--- src/hdl/eoc_maint_regs.vh ---
// Constants for the EOC and maintenance-bit processor.
// Assumes a frame strobe per received EOC word and per superframe.
// What this block does
// Auto mode echoes each addressed EOC word that it can comply with in the next outgoing frame.
// Auto mode answers foreign addresses with hold addressed to the NT.
// Auto sends unable-to-comply on the third and each later addressed data word in a row, or on an undefined command.
// Auto latches commands in parallel until return-to-normal or link down.
// Auto mode interrupts on each triple-checked new word, any address.
// Triple check needs three equal words unlike the last passed one.
// Auto executes defined, addressed, triple-checked message commands.
// Transparent modes never echo, latch or execute; send software word.
// Every-frame transparent mode reports every received word each frame.
// Software must write the next transmit word within two milliseconds.
// In transparent modes software verifies, answers and executes commands.
// On-change transparent mode reports only words unlike the previous.
// Triple-check transparent mode reports words seen three times in a row.
// Each M4 bit has its own filter, reported only once approved.
// Checksum covers M4 bits but not the M5 and M6 spare bits.
// State machine bits use triple check or optionally the software filter.
// Before activation activation is 0, deactivation 1, NT-only 0.
// Spare bits default to checksum-clean; else M4 filter or on-change.
// Spare bits transmit as ones unless software wrote other values.
// An EOC word is three address bits, one indicator bit, eight info bits.
// Return-to-normal releases latched commands, sets transmit word FF unless software writes it in the same cycle.
`ifndef EOC_MAINT_REGS_VH
`define EOC_MAINT_REGS_VH
`define EOC_W 12
`define EOC_ADDR_HI 11
`define EOC_ADDR_LO 9
`define EOC_DM_BIT 8
`define ADDR_NT 3'h0
`define ADDR_BCAST 3'h7
`define MODE_AUTO 2'h0
`define MODE_EVERY 2'h1
`define MODE_CHANGE 2'h2
`define MODE_TRIPLE 2'h3
`define FILT_CHANGE 2'h0
`define FILT_TRIPLE 2'h1
`define FILT_CRC 2'h2
`define FILT_CRC_TRIPLE 2'h3
`define SPARE_CRC 2'h0
`define SPARE_M4 2'h1
`define SPARE_CHANGE 2'h2
`define CMD_HOLD 8'h00
`define CMD_LOOP_ALL 8'h50
`define CMD_LOOP_B1 8'h51
`define CMD_LOOP_B2 8'h52
`define CMD_CORRUPT 8'h53
`define CMD_NOTIFY 8'h54
`define CMD_UTC 8'hAA
`define CMD_RTN 8'hFF
`define EOC_TX_RESET 12'h0FF
`define LATCH_W 5
`define M4_W 8
`define M4_RESET 8'h02
`define SPARE_W 3
`define SPARE_RESET 3'h7
`endif

--- src/hdl/word_buffer.v ---
// Two-entry buffer with valid/ready on both sides.
// Assumes source and sink on i_clk.
`timescale 1ns/1ps
module word_buffer #(
  parameter W = 12
) (
  input wire i_clk,
  input wire i_resetn,
  input wire i_in_valid,
  output wire o_in_ready,
  input wire [W-1:0] i_in_data,
  output wire o_out_valid,
  input wire i_out_ready,
  output wire [W-1:0] o_out_data
);
  reg [W-1:0] mem_reg [0:1];
  reg rd_reg;
  reg wr_reg;
  reg [1:0] cnt_reg;
  wire push;
  wire pop;
  assign o_in_ready = (cnt_reg != 2'h2);
  assign o_out_valid = (cnt_reg != 2'h0);
  assign o_out_data = mem_reg[rd_reg];
  assign push = i_in_valid && o_in_ready;
  assign pop = o_out_valid && i_out_ready;
  always @(posedge i_clk or negedge i_resetn)
  begin
    if (!i_resetn)
    begin
      mem_reg[0] <= {W{1'b0}};
      mem_reg[1] <= {W{1'b0}};
      rd_reg <= 1'b0;
      wr_reg <= 1'b0;
      cnt_reg <= 2'h0;
    end
    else
    begin
      if (push)
      begin
        mem_reg[wr_reg] <= i_in_data;
        wr_reg <= ~wr_reg;
      end
      if (pop)
        rd_reg <= ~rd_reg;
      if (push && !pop)
        cnt_reg <= cnt_reg + 2'h1;
      else if (pop && !push)
        cnt_reg <= cnt_reg - 2'h1;
    end
  end
endmodule

--- src/hdl/eoc_maintenance_bit_processor.v ---
// EOC processor and M4/M5/M6 report filters for the NT end.
// Assumes frame strobes and received fields come from framing logic on i_clk.
`timescale 1ns/1ps
`include "eoc_maint_regs.vh"
module eoc_maintenance_bit_processor #(
  parameter M4_W = `M4_W
) (
  input wire i_clk,
  input wire i_resetn,
  input wire [1:0] i_eoc_mode,
  input wire [2*M4_W-1:0] i_m4_filter_sel,
  input wire i_sm_same_filter,
  input wire [1:0] i_spare_filter_sel,
  input wire i_eoc_rx_strobe,
  input wire [`EOC_W-1:0] i_eoc_rx_word,
  input wire i_sf_strobe,
  input wire i_crc_ok,
  input wire [M4_W-1:0] i_m4_rx,
  input wire [`SPARE_W-1:0] i_spare_rx,
  input wire i_deactivate,
  input wire i_eoc_tx_write,
  input wire [`EOC_W-1:0] i_eoc_tx_data,
  input wire i_spare_tx_write,
  input wire [`SPARE_W-1:0] i_spare_tx_data,
  input wire i_tx_ready,
  output wire o_tx_valid,
  output wire [`EOC_W-1:0] o_tx_word,
  output wire o_eoc_tx_full,
  output reg [`EOC_W-1:0] o_eoc_report,
  output reg o_eoc_irq,
  output reg [`LATCH_W-1:0] o_latched_cmds,
  output reg [M4_W-1:0] o_m4_report,
  output reg o_m4_irq,
  output reg [2:0] o_sm_bits,
  output reg [`SPARE_W-1:0] o_spare_report,
  output reg o_spare_irq,
  output reg [`SPARE_W-1:0] o_spare_tx
);
  // ==========================================================
  // EOC receive history
  // ==========================================================
  reg [`EOC_W-1:0] last_rx_reg;
  reg [`EOC_W-1:0] verified_reg;
  reg [1:0] same_cnt_reg;
  reg [1:0] data_cnt_reg;
  reg [`EOC_W-1:0] eoc_tx_reg;
  reg [`EOC_W-1:0] tx_next;
  reg tx_push;
  wire buf_ready;
  wire [2:0] rx_addr;
  wire rx_dm;
  wire [7:0] rx_info;
  wire addr_ok;
  wire defined;
  wire [1:0] cnt_next;
  wire triple_ok;
  wire changed;
  wire auto_mode;

  function is_defined;
    input [7:0] info;
    begin
      is_defined = (info == `CMD_HOLD) || (info == `CMD_LOOP_ALL) ||
        (info == `CMD_LOOP_B1) || (info == `CMD_LOOP_B2) ||
        (info == `CMD_CORRUPT) || (info == `CMD_NOTIFY) ||
        (info == `CMD_RTN);
    end
  endfunction

  assign rx_addr = i_eoc_rx_word[`EOC_ADDR_HI:`EOC_ADDR_LO];
  assign rx_dm = i_eoc_rx_word[`EOC_DM_BIT];
  assign rx_info = i_eoc_rx_word[7:0];
  assign addr_ok = (rx_addr == `ADDR_NT) || (rx_addr == `ADDR_BCAST);
  assign defined = is_defined(rx_info);
  assign auto_mode = (i_eoc_mode == `MODE_AUTO);
  assign changed = (i_eoc_rx_word != last_rx_reg);
  // Saturate so a long run of one word still counts as three
  assign cnt_next = changed ? 2'h1 :
    ((same_cnt_reg == 2'h3) ? 2'h3 : same_cnt_reg + 2'h1);
  assign triple_ok = (cnt_next == 2'h3) &&
    (i_eoc_rx_word != verified_reg);

  // Word chosen for the next outgoing frame
  always @*
  begin
    tx_next = eoc_tx_reg;
    tx_push = 1'b0;
    if (i_eoc_rx_strobe)
    begin
      tx_push = 1'b1;
      if (auto_mode)
      begin
        if (!addr_ok)
          tx_next = {`ADDR_NT, 1'b1, `CMD_HOLD};
        else if ((!rx_dm && data_cnt_reg == 2'h2) ||
          (rx_dm && !defined) ||
          (!rx_dm && data_cnt_reg == 2'h3))
          tx_next = {rx_addr, 1'b1, `CMD_UTC};
        else
          tx_next = i_eoc_rx_word;
      end
    end
  end

  always @(posedge i_clk or negedge i_resetn)
  begin
    if (!i_resetn)
    begin
      last_rx_reg <= `EOC_TX_RESET;
      verified_reg <= `EOC_TX_RESET;
      same_cnt_reg <= 2'h0;
      data_cnt_reg <= 2'h0;
      eoc_tx_reg <= `EOC_TX_RESET;
      o_eoc_report <= {`EOC_W{1'b0}};
      o_eoc_irq <= 1'b0;
      o_latched_cmds <= {`LATCH_W{1'b0}};
    end
    else
    begin
      o_eoc_irq <= 1'b0;
      if (i_eoc_tx_write)
        eoc_tx_reg <= i_eoc_tx_data;
      if (i_deactivate)
        o_latched_cmds <= {`LATCH_W{1'b0}};
      if (i_eoc_rx_strobe)
      begin
        last_rx_reg <= i_eoc_rx_word;
        same_cnt_reg <= cnt_next;
        if (triple_ok)
          verified_reg <= i_eoc_rx_word;
        if (auto_mode && addr_ok && !rx_dm)
          data_cnt_reg <= (data_cnt_reg == 2'h3) ? 2'h3 :
            data_cnt_reg + 2'h1;
        else
          data_cnt_reg <= 2'h0;
        case (i_eoc_mode)
          `MODE_AUTO:
          begin
            if (triple_ok)
            begin
              o_eoc_report <= i_eoc_rx_word;
              o_eoc_irq <= 1'b1;
            end
            if (triple_ok && addr_ok && rx_dm && !i_deactivate)
            begin
              case (rx_info)
                `CMD_LOOP_ALL: o_latched_cmds[0] <= 1'b1;
                `CMD_LOOP_B1: o_latched_cmds[1] <= 1'b1;
                `CMD_LOOP_B2: o_latched_cmds[2] <= 1'b1;
                `CMD_CORRUPT: o_latched_cmds[3] <= 1'b1;
                `CMD_NOTIFY: o_latched_cmds[4] <= 1'b1;
                `CMD_RTN:
                begin
                  o_latched_cmds <= {`LATCH_W{1'b0}};
                  if (!i_eoc_tx_write)
                    eoc_tx_reg <= `EOC_TX_RESET;
                end
                default: o_latched_cmds <= o_latched_cmds;
              endcase
            end
          end
          `MODE_EVERY:
          begin
            o_eoc_report <= i_eoc_rx_word;
            o_eoc_irq <= 1'b1;
          end
          `MODE_CHANGE:
          begin
            if (changed)
            begin
              o_eoc_report <= i_eoc_rx_word;
              o_eoc_irq <= 1'b1;
            end
          end
          default:
          begin
            if (triple_ok)
            begin
              o_eoc_report <= i_eoc_rx_word;
              o_eoc_irq <= 1'b1;
            end
          end
        endcase
      end
    end
  end

  // Two entries absorb a stalled framer for two answers; a further answer is dropped while full
  word_buffer #(
    .W(`EOC_W)
  ) u_tx_buf (
    .i_clk(i_clk),
    .i_resetn(i_resetn),
    .i_in_valid(tx_push),
    .o_in_ready(buf_ready),
    .i_in_data(tx_next),
    .o_out_valid(o_tx_valid),
    .i_out_ready(i_tx_ready),
    .o_out_data(o_tx_word)
  );
  assign o_eoc_tx_full = !buf_ready;

  // ==========================================================
  // M4 filters, one per bit
  // ==========================================================
  reg [M4_W-1:0] m4_prev_reg;
  reg [M4_W-1:0] m4_prev2_reg;
  reg [M4_W-1:0] m4_rep_next;
  reg [2:0] sm_next;
  reg [1:0] sel;
  integer k;

  // Approve a candidate bit by the chosen filter
  function approve;
    input [1:0] mode;
    input cur;
    input p1;
    input p2;
    input crc;
    begin
      case (mode)
        `FILT_CHANGE: approve = 1'b1;
        `FILT_TRIPLE: approve = (cur == p1) && (cur == p2);
        `FILT_CRC: approve = crc;
        default: approve = crc && (cur == p1) && (cur == p2);
      endcase
    end
  endfunction

  always @*
  begin
    m4_rep_next = o_m4_report;
    sm_next = o_sm_bits;
    sel = 2'h0;
    for (k = 0; k < M4_W; k = k + 1)
    begin
      sel = i_m4_filter_sel[2*k +: 2];
      if (approve(sel, i_m4_rx[k], m4_prev_reg[k], m4_prev2_reg[k],
        i_crc_ok))
        m4_rep_next[k] = i_m4_rx[k];
    end
    for (k = 0; k < 3; k = k + 1)
    begin
      sel = i_sm_same_filter ? i_m4_filter_sel[2*k +: 2] : `FILT_TRIPLE;
      if (approve(sel, i_m4_rx[k], m4_prev_reg[k], m4_prev2_reg[k],
        i_crc_ok))
        sm_next[k] = i_m4_rx[k];
    end
  end

  // ==========================================================
  // Spare bits
  // ==========================================================
  reg [`SPARE_W-1:0] sp_prev_reg;
  reg [`SPARE_W-1:0] sp_prev2_reg;
  reg [`SPARE_W-1:0] sp_next;
  integer j;

  always @*
  begin
    sp_next = o_spare_report;
    for (j = 0; j < `SPARE_W; j = j + 1)
    begin
      case (i_spare_filter_sel)
        `SPARE_CRC:
          if (i_crc_ok)
            sp_next[j] = i_spare_rx[j];
        `SPARE_M4:
          if (approve(i_m4_filter_sel[1:0], i_spare_rx[j],
            sp_prev_reg[j], sp_prev2_reg[j], i_crc_ok))
            sp_next[j] = i_spare_rx[j];
        default: sp_next[j] = i_spare_rx[j];
      endcase
    end
  end

  always @(posedge i_clk or negedge i_resetn)
  begin
    if (!i_resetn)
    begin
      m4_prev_reg <= `M4_RESET;
      m4_prev2_reg <= `M4_RESET;
      o_m4_report <= `M4_RESET;
      o_m4_irq <= 1'b0;
      o_sm_bits <= 3'h2;
      sp_prev_reg <= `SPARE_RESET;
      sp_prev2_reg <= `SPARE_RESET;
      o_spare_report <= `SPARE_RESET;
      o_spare_irq <= 1'b0;
      o_spare_tx <= `SPARE_RESET;
    end
    else
    begin
      o_m4_irq <= 1'b0;
      o_spare_irq <= 1'b0;
      if (i_spare_tx_write)
        o_spare_tx <= i_spare_tx_data;
      if (i_deactivate)
        o_sm_bits <= 3'h2;
      if (i_sf_strobe)
      begin
        m4_prev_reg <= i_m4_rx;
        m4_prev2_reg <= m4_prev_reg;
        sp_prev_reg <= i_spare_rx;
        sp_prev2_reg <= sp_prev_reg;
        o_m4_report <= m4_rep_next;
        o_m4_irq <= (m4_rep_next != o_m4_report);
        if (!i_deactivate)
          o_sm_bits <= sm_next;
        o_spare_report <= sp_next;
        o_spare_irq <= (sp_next != o_spare_report);
      end
    end
  end
endmodule

--- config.mk ---
export PLATFORM = sky130hd
export DESIGN_NAME = eoc_maintenance_bit_processor
export DESIGN_NICKNAME = d
export VERILOG_FILES = /design/src/hdl/word_buffer.v /design/src/hdl/eoc_maintenance_bit_processor.v
export VERILOG_INCLUDE_DIRS = /design/src /design/src/hdl
export SDC_FILE = /design/constraint.sdc
export NUM_CORES = 1
export LEC_CHECK = 0
export ABC_AREA = 1
export ABC_CLOCK_PERIOD_IN_PS = 1810
export BUFFER_PORTS_ARGS = -buffer_cell sky130_fd_sc_hd__buf_4
export CAP_MARGIN = 10
export CORE_ASPECT_RATIO = 0.75
export CORE_MARGIN = 2
export CORE_UTILIZATION = 53
export CTS_BUF_LIST = sky130_fd_sc_hd__clkbuf_4 sky130_fd_sc_hd__clkbuf_8
export CTS_CLUSTER_SIZE = 28
export DETAILED_ROUTE_END_ITERATION = 10
export PLACE_DENSITY = 0.79
export SYNTH_ARGS = -nofsm -noshare
export SYNTH_HDL_FRONTEND = slang
export SYNTH_HIERARCHICAL = 1
export SYNTH_SLANG_ARGS = --single-unit
export TNS_END_PERCENT = 30
--- constraint.sdc ---
create_clock -name i_clk -period 1.81 [get_ports i_clk]
set_clock_uncertainty 0.2 [all_clocks]
set_input_delay 0.4525 -clock i_clk [delete_from_list [all_inputs] [get_ports i_clk]]
set_output_delay 0.4525 -clock i_clk [all_outputs]
set_load 0.005 [all_outputs]
==> impl_metrics.tcl, run 1 <==
set metrics [dict create \
    status "complete, but fails checks" \
    totalPowerFinal_mw 9.10 \
    critPathMostFrequentCell "nand2_2" \
    vias 7202 \
    core_area_um2 13000 \
    yosysWarnings 6 \
    whs_ns 0.0158 \
    fin_tns_setup_ns -15.03 \
    maxSlewHeadroom_pct 65.8 \
    drive_gt1_share_pct 37.2 \
    hold_class "primary input to flop" \
    yosysSeqAreaShare_pct 45.8 \
    crit_type "flop to flop" \
    area_delta_synth_final_pct 37.9 \
    diodes 0 \
    cts_buffers 17 \
    yosys.area.top_type "dfrtp_1" \
    overflow 0 \
    grt_util_all_layers_pct 28.4 \
    syn-num-nets 1009 \
    cap_violations 0 \
    grt_max_degree 48 \
    ir_worst_vdd_mv 1.02 \
    vias_per_cell 5.42 \
    synth_edf_count 0 \
    worstPathArrival_ns 2.31 \
    finalCriticalPeriod_ns 2.16 \
    finalSetupViolCount 74 \
    ios 119 \
    tightest_slew_ns 0.507 \
    largest_reg_flops 24 \
    total_leakage_power_nw 4.97 \
    drtIter0Drc 728 \
    syn_avg_cell_area_um2 7.52 \
    setup_ws_ns -0.354 \
    async_reset_ff_share_pct 100 \
    synth_common_cells "nand2_1, inv_1, dfrtp_1" \
    grt_pass1_vias 6573 \
    max_freq_mhz 462 \
    synth_area_leaders "dfrtp_1, nand2_1, dfstp_2" \
    avgRoutedWirePerCell_um 15.7 \
    antenna_found_initial 0 \
    syn_inst 937 \
    dp_hpwl_um 14000 \
    dp_cells 1279 \
    cts_tree "yes" \
    yosys.cell_types.count 43 \
    root_buffer "clkbuf_8" \
    drt_wl_total_um 20800 \
    firstDrtPassIters 7 \
    rows 36 \
    postRouteAntennaNets 0 \
    violations "negative setup slack" \
    ys.flop_type "dfrtp_1" \
    cts-htree-levels 4 \
    clk_latency_ns 0.44 \
    cts_sinks 127 \
    slew_violations 0 \
    io_buffer_count 118 \
    clkTransAtPathRegs_ns 0.08 \
    final_cells 1328 \
    chipHeight_um 104 \
    start_util_pct 54.3 \
    slowest_delay_ns 0.56 \
    cp_cell_sequence "xor2_1, nor2_1, nand2_2, nor2_4, nand2_4, nand2_4, nand2_2, nand2_2, inv_4, nand2_4, nand2_2, nand2_1" \
    dieArea_um2 14200 \
    ys_ff_latch 127 \
    cp.required_ns 1.95 \
    end_kind "flop" \
    finalCritPeriodShare_pct 120 \
    synth_top_area_share_pct 30.9 \
    slowest_stage "dfstp_2" \
    syn-cell-area_um2 7050 \
    cp_max_fo 14 \
    cts.path.max_buffers 2 \
    synth_most_common_cell "nand2_1" \
    drc 0 \
    fp.dieW_um 137 \
    grt_pass1_wl_um 32000 \
    hold_violations 0 \
    critPathLaunchType "flop" \
    final_nets 1216 \
    rsz0062_at_grt "yes" \
    place.gp.congestion 0.868 \
    power_density_nw_per_um2 936 \
]
[cells in the final DEF (no fill, tap or decap), types with 3 or more instances in the layout]
cell      instances
buf_4           199
nor2_2            6
inv_2            19
buf_12           10
inv_1            93
nand4_1          37
nand3b_1          3
nand3_2          17
ha_1              3
a31oi_1           4
dfrtp_1          87
xnor2_1           9
o21ai_0          54
xor2_1            3
clkbuf_8         18
nand2_1         292
o21ai_1          10
nand3_1          44
inv_4             3
buf_6            14
a21oi_1          25
o21ai_2          13
clkbuf_4          4
nand2_2          30
clkinv_2          4
nor2_4            7
a21oi_2           6
nor3_1            3
nor2_1           46
mux2_2            3
o22ai_1           3
nand2_4          12
dfstp_2          40
nand3_4           4
[critical path, delay by kind of cell (launching register included)]
family                    cells  cell delay [ns]
DFF                           1             0.56
and+or+nand+nor              10             0.86
buffers and inverters         1             0.20
xor gates and xnor gates      1             0.22
[cells by family after synthesis]
family / after synthesis / share of synthesized area, %
AOI/OAI and AO/OA: 130 / 10.6
xor gates and xnor gates: 12 / 1.49
adders and majority gates: 4 / 0.710
buffers and inverters: 155 / 9.85
DFF: 127 / 45.8
muxes: 3 / 0.479
and+or+nand+nor: 506 / 31.0
[what timing repair did]
action / 4_1_cts / 5_1_grt
hold endpoints to repair: 21 / 0
pin swaps: 25 / 33
buffers inserted: 9 / 3
endpoints found under the setup margin: 59 / 79
resized for setup: 42 / 60
cloned: 1 / 2
hold buffers: 2 / 0
[final cells by class]
| cell class | instances | area (µm²) |
|---|---|---|
| Fill cell | 911 | 3260 |
| Tap cell | 171 | 214 |
| Inverter | 115 | 439 |
| Clock inverter | 10 | 113 |
| Timing Repair Buffer | 227 | 1920 |
| Sequential cell | 127 | 3230 |
| Multi-Input combinational cell | 656 | 3520 |
| Clock buffer | 22 | 278 |
[worst paths after layout]
| kind | from | endpoint | slack, ns | cells past startpoint |
|---|---|---|---|---|
| setup / recovery | last_rx_reg[6] | o_eoc_report[4] | -0.35 | 12 |
| max in group asynchronous | i_resetn | eoc_tx_reg[2] | 0.55 | 3 |
| hold / removal | i_eoc_tx_data[9] | eoc_tx_reg[9] | 0.02 | 3 |
| min in group asynchronous | i_resetn | u_tx_buf/mem_reg[20] | 0.26 | 2 |
| setup reg to reg | last_rx_reg[6] | o_eoc_report[4] | -0.35 | 12 |
| hold reg to reg | u_tx_buf/mem_reg[9] | u_tx_buf/mem_reg[9] | 0.27 | 2 |
[power by group]
part           leakage (nW)  internal (mW)  total (mW)  switching, mW
combinational          3.26           1.29        2.85           1.56
clock                 0.201           1.32        2.48           1.16
sequential             1.51           3.41        3.77          0.363
[per-layer routing]
metal | global-route usage (%) | share of wire (%) | vias up
li1 | - | - | 3425
met1 | 41.8 | 44 | 3403
met2 | 42.1 | 45 | 321
met3 | 5.95 | 8.1 | 53
met4 | 9.13 | 2.6 | 0
met5 | 0 | 0 | -
[per-stage QoR]
step / instance area [µm²] / setup WS [ns] / util [%]
floorplan: 7180 / -0.161 / -
global placement: 8800 / -0.468 / 67.9
detailed placement: 8800 / -0.520 / 67.9
CTS: 9430 / -0.272 / 72.7
global route: 9720 / -0.423 / 74.9
finish: 9720 / -0.354 / 74.9
Note: power is estimated with default switching activity, not from simulation.
==> inputs of run 2 (changes only) <==
CTS_CLUSTER_SIZE = 30   (was 28)
RECOVER_POWER = 100   (was default)
==> run 2 against run 1 <==
  * Sequential cell count unchanged
  * Combinational power decreased by 2%
  * First-iteration DRC count increased by 5.4%
  * The flow still finishes with violations (negative setup slack)
  * Setup slack got worse by 0.021 ns
  * Highest routed layer unchanged
  * Final cell count unchanged
  * Global-route usage unchanged
==> impl_metrics.tcl, run 2 (synthesis results as in run 1) <==
set metrics [dict create \
    cts_sinks 127 \
    wl_met2_um 9520 \
    finalSetupViolCount 79 \
    fin_tns_setup_ns -16.31 \
    root_buffer "clkbuf_8" \
    rows 36 \
    avgRoutedWirePerCell_um 15.6 \
    drt_wl_total_um 20700 \
    postRouteAntennaNets 0 \
    max_freq_mhz 458 \
    cts_buffers 17 \
    slew_violations 0 \
    diodes 0 \
    cts_tree "yes" \
    place.gp.congestion 0.868 \
    worstPathArrival_ns 2.33 \
    final_common_cell "nand2_1" \
    area_delta_synth_final_pct 36.5 \
    fin_util_pct 74.1 \
    core_area_um2 13000 \
    cts-htree-levels 4 \
    cp_max_fo 14 \
    whs_ns 0.0166 \
    r2r_end "o_eoc_report[4]" \
    critPathLaunchType "flop" \
    total_leakage_power_nw 4.91 \
    routed.top_layer "met4" \
    firstDrtPassIters 6 \
    drtIter0Drc 767 \
    cp.required_ns 1.95 \
    io_buffer_count 118 \
    power_density_nw_per_um2 939 \
    clkTransAtPathRegs_ns 0.08 \
    drive_gt1_share_pct 35.4 \
    start_util_pct 54.3 \
    drc 0 \
    clk_latency_ns 0.44 \
    reg2regPathDepth 12 \
    holdPathEnd "eoc_tx_reg[9]" \
    end_kind "flop" \
    finalCritPeriodShare_pct 121 \
    dieArea_um2 14200 \
    fp.dieW_um 137 \
    vias_per_cell 5.40 \
    r2r-start "last_rx_reg[6]" \
    hold_class "primary input to flop" \
    hold_start "i_eoc_tx_data[9]" \
    vias 7170 \
    tightest_slew_ns 0.613 \
    chipHeight_um 104 \
    grt_max_degree 48 \
    final_nets 1216 \
    regToRegSetupSlack_ns -0.38 \
    stdcell_area_um2 9620 \
    finalCriticalPeriod_ns 2.19 \
    cts.path.max_buffers 2 \
    largest_reg_flops 24 \
    ios 119 \
    antenna_found_initial 0 \
    n_fill_cell 938 \
    multi_input_area_um2 3500 \
    rsz0062_at_grt "yes" \
    ir_worst_vdd_mv 1.01 \
    violations "negative setup slack" \
    dp_hpwl_um 14000 \
    final_cell_mix "nand2_1, buf_4, inv_1, dfrtp_1, o21ai_0" \
    met1_length_um 9110 \
    wl_met3_um 1670 \
    maxSlewHeadroom_pct 59.1 \
    status "complete, but fails checks" \
    seqCellArea_um2 3230 \
    holdPathStages 3 \
    grt_pass1_vias 6573 \
    setup_ws_ns -0.375 \
    cap_violations 0 \
    crit_type "flop to flop" \
    dpl-instance-area_um2 8800 \
    grt_util_all_layers_pct 28.4 \
    grt_pass1_wl_um 32000 \
    hold_violations 0 \
    overflow 0 \
]
## run 2: cell types whose count changed in the layout (fill, tap and decap cells not counted), sizes merged
cell and change:
buf -42, clkbuf +42
## run 2: critical path: stages (launching register included)
cell     delay, ns
dfstp_1       0.58
xor2_1        0.22
nor2_1        0.09
nand2_2       0.11
nor2_4        0.05
nand2_4       0.12
nand2_4       0.07
nand2_2       0.07
nand2_2       0.06
inv_4         0.21
nand2_4       0.14
nand2_2       0.09
nand2_1       0.06
## run 2: layer usage
| layer | vias to the layer above | track usage (%) |
|---|---|---|
| met5 | - | 0 |
| met4 | 0 | 9.13 |
| met3 | 45 | 5.95 |
| met2 | 302 | 42.1 |
| met1 | 3404 | 41.8 |
| li1 | 3419 | - |
## run 2: layout make-up
| class | count | area share, % |
|---|---|---|
| clock buffer | 22 | 2.89 |
| clock inverter | 10 | 1.17 |
| inverter | 115 | 4.57 |
| multi-input combinational | 656 | 36.4 |
| sequential | 127 | 33.6 |
| tap | 171 | 2.22 |
| timing repair buffer | 227 | 19.2 |
## run 2: power by group
group	total, mW	leakage [nW]	internal (mW)	switching (mW)
clock network	2.47	0.201	1.32	1.16
registers	3.76	1.50	3.40	0.359
logic	2.80	3.20	1.26	1.55
total	9.03	4.91	5.97	3.06
## run 2: timing repair
item | 4_1_cts | 5_1_grt
cloned | 1 | 2
setup buffers | 9 | 3
hold endpoints to repair | 21 | 0
hold buffers | 2 | 0
pin swaps | 25 | 33
endpoints found under the setup margin | 59 | 79
gates resized for setup | 42 | 60
## run 2: how the worst max path moves through the flow
stage | start | endpoint | slack [ns] | cells after the start
2_1_floorplan | i_eoc_rx_word[8] | o_eoc_report[10] | -0.16 | 13
3_3_place_gp | i_eoc_rx_word[3] | o_eoc_report[6] | -0.47 | 12
3_5_place_dp | i_eoc_rx_word[3] | o_eoc_report[8] | -0.52 | 12
4_1_cts | last_rx_reg[4] | o_latched_cmds[0] | -0.27 | 11
5_1_grt | last_rx_reg[1] | verified_reg[8] | -0.43 | 12
6_report | last_rx_reg[6] | o_eoc_report[4] | -0.38 | 12
## run 2: through the flow
step | setup WS, ns | power, mW | instances
CTS | -0.272 | 9.00 | 1323
finish | -0.375 | 9.03 | 1328
global placement | -0.468 | 6.40 | 1279
detailed placement | -0.520 | 6.48 | 1279
floorplan | -0.161 | 5.26 | 937
global route | -0.432 | 9.58 | 1328
==> inputs of run 3 (changes only) <==
SLEW_MARGIN = 10   (was default)
SYNTH_HIERARCHICAL = default   (was 1)
==> run 3 against run 2 <==
  * Highest routed layer unchanged
  * Largest cell class unchanged
  * Synthesized area shrank 3.6%
  * Non-clock buffer count grew 1
  * The flow still finishes with violations (negative setup slack)
  * Largest power group unchanged
  * Register-to-register slack gained 0.02 ns
  * Critical path depth is the same
==> impl_metrics.tcl, run 3 <==
set metrics [dict create \
    yosys.area.top_type "dfrtp_1" \
    drt_wl_total_um 19700 \
    grt_max_degree 40 \
    syn-cell-area_um2 6790 \
    violations "negative setup slack" \
    cts.path.max_buffers 2 \
    switching_share_pct 34.2 \
    crit_type "flop to flop" \
    stdcell_area_um2 9330 \
    rows 35 \
    cts-htree-levels 4 \
    yosysWarnings 0 \
    final_common_cell "nand2_1" \
    status "complete, but fails checks" \
    holdPathEnd "eoc_tx_reg[9]" \
    cp.required_ns 2.00 \
    cts_sinks 127 \
    avgRoutedWirePerCell_um 14.9 \
    synth_common_cells "nand2_1, inv_1, dfrtp_1" \
    dieArea_um2 13700 \
    max_freq_mhz 462 \
    place_ws_ns -0.394 \
    start_util_pct 54.8 \
    final_cell_mix "nand2_1, buf_4, dfrtp_1, inv_1, nor2_1" \
    cap_violations 0 \
    end_kind "flop" \
    syn_avg_cell_area_um2 7.34 \
    clkTransAtPathRegs_ns 0.08 \
    drive_gt1_share_pct 32.6 \
    cp_max_fo 6 \
    ir_worst_vdd_mv 0.862 \
    slowest_stage "dfstp_1" \
    slowest_delay_ns 0.53 \
    chipHeight_um 102 \
    syn-num-nets 997 \
    area_delta_synth_final_pct 37.4 \
    slew_violations 0 \
    switching_power_mw 3.14 \
    largest_reg_flops 24 \
    drtIter0Drc 590 \
    power_density_nw_per_um2 983 \
    drc 0 \
    core_area_um2 12400 \
    dpl-instance-area_um2 8510 \
    cp_cell_sequence "nand2_1, nand2_1, nor2_4, nand2_2, nor2_4, nand2_4, buf_6, nand2_4, a21oi_4, clkbuf_16, nand3_2, nand2_1" \
    overflow 0 \
    syn_inst 925 \
    total_leakage_power_nw 4.75 \
    io_buffer_count 118 \
    async_reset_ff_share_pct 100 \
    synth_most_common_cell "nand2_1" \
    dp_hpwl_um 13600 \
    critPathLaunchType "flop" \
    final_nets 1215 \
    grt_pass1_wl_um 30600 \
    r2r_end "o_eoc_report[4]" \
    path_depth 12 \
    yosysSeqAreaShare_pct 47.5 \
    maxSlewHeadroom_pct 44.9 \
    fin_tns_setup_ns -13.77 \
    tightest_slew_ns 0.826 \
    clockPowerShare_pct 27.4 \
    setup_ws_ns -0.355 \
    hold_class "primary input to flop" \
    hold_start "i_eoc_tx_data[9]" \
    critPathBufInv 2 \
    regToRegSetupSlack_ns -0.36 \
    cts_tree "yes" \
    postRouteAntennaNets 0 \
    r2r-start "last_rx_reg[5]" \
    vias 6938 \
    place.gp.congestion 0.980 \
    finalCritPeriodShare_pct 120 \
    holdPathStages 3 \
    reg2regPathDepth 12 \
    synth_edf_count 0 \
    synth_top_area_share_pct 32.0 \
    ios 119 \
    clk_latency_ns 0.45 \
    critPathMostFrequentCell "nand2_1" \
    ys_ff_latch 127 \
    yosys.cell_types.count 35 \
    cts_buffers 17 \
    p_int_mw 6.03 \
    grt_util_all_layers_pct 28.3 \
    finalSetupViolCount 58 \
    root_buffer "clkbuf_8" \
    hold_violations 0 \
    rsz0062_at_grt "yes" \
    ys.flop_type "dfrtp_1" \
    vias_per_cell 5.25 \
    synth_area_leaders "dfrtp_1, nand2_1, dfstp_2" \
    antenna_found_initial 0 \
    comb_power_share_pct 31.6 \
    power_frac_seq_pct 41.0 \
    fin_util_pct 75.3 \
    totalPowerFinal_mw 9.18 \
    worstPathArrival_ns 2.35 \
    finalCriticalPeriod_ns 2.17 \
    fp.dieW_um 135 \
    diodes 0 \
    firstDrtPassIters 5 \
    grt_pass1_vias 6420 \
    path_delay_family "simple AND/OR/NAND/NOR gates" \
]
[run 3: changes by cell type after synthesis, sizes merged, moves of 6 or more]
cell / previous run / this run
a21oi: 31 / 37
nand2: 335 / 347
o21ai: 78 / 87
buf: 27 / 13
inv: 115 / 101
nor2: 59 / 80
nand4: 37 / 8
[run 3: kinds of logic (layout without fill, tap and decap cells)]
group	after synthesis	in the layout	share of synthesized area (%)
AO/OA/AOI/OAI	141	141	11.5
XOR/XNOR	11	11	1.42
adder cells (fa/ha/maj)	4	4	0.737
buffers and inverters	134	364	7.97
flip-flops	127	127	47.5
multiplexers	3	3	0.497
AND/OR/NAND/NOR	505	506	30.4
[run 3: final cells by class]
type / count / area [µm²]
Multi-Input combinational cell: 665 / 3280
Sequential cell: 127 / 3230
Fill cell: 914 / 3060
Timing Repair Buffer: 228 / 1790
Inverter: 103 / 409
Clock buffer: 19 / 262
Tap cell: 166 / 208
Clock inverter: 13 / 138
Timing Repair inverter: 1 / 16.3
[run 3: routing by layer]
metal / share of wire [%] / GRT usage [%]
met3: 8.0 / 6.75
met5: 0 / 0
met4: 1.2 / 6.80
met2: 47 / 44.6
met1: 44 / 40.1
[run 3: worst max path at each step]
stage / from / endpoint / slack [ns]
2_1_floorplan: i_eoc_rx_word[3] / eoc_tx_reg[10] / -0.12
3_3_place_gp: i_eoc_rx_word[4] / o_latched_cmds[4] / -0.34
3_5_place_dp: i_eoc_rx_word[5] / u_tx_buf.mem_reg[16] / -0.39
4_1_cts: last_rx_reg[2] / eoc_tx_reg[10] / -0.28
5_1_grt: last_rx_reg[0] / eoc_tx_reg[10] / -0.45
6_report: last_rx_reg[5] / o_eoc_report[4] / -0.36
[run 3: power by group through the flow]
stage / Clock (mW) / Sequential [mW] / Combinational [mW]
finish: 2.51 / 3.76 / 2.90
global route: 2.69 / 3.82 / 3.21
CTS: 2.51 / 3.74 / 2.80
detailed placement: 0 / 3.76 / 2.47
global placement: 0 / 3.74 / 2.39
floorplan: 0 / 3.69 / 1.29
[run 3: stage by stage]
stage / hold WS, ns / instances
3_3_place_gp: 0.151 / 1268
4_1_cts: 0.00270 / 1309
5_1_grt: 0.0210 / 1322
2_1_floorplan: -0.0431 / 925
6_report: 0.0107 / 1322
3_5_place_dp: 0.153 / 1268
[run 3: what timing repair did]
| action | in CTS | in global routing |
|---|---|---|
| gates resized for setup | 53 | 53 |
| gates cloned | 1 | 3 |
| pin swaps | 21 | 29 |
| endpoints found under the hold margin | 60 | 0 |
| setup buffers | 6 | 10 |
| setup endpoints to repair | 58 | 85 |
| hold buffers | 2 | 0 |
[run 3: tightest hold or removal path, delay by kind of cell]
kind,cells,cell delay [ns]
simple gates,2,0.09
buf+inv,1,0.07
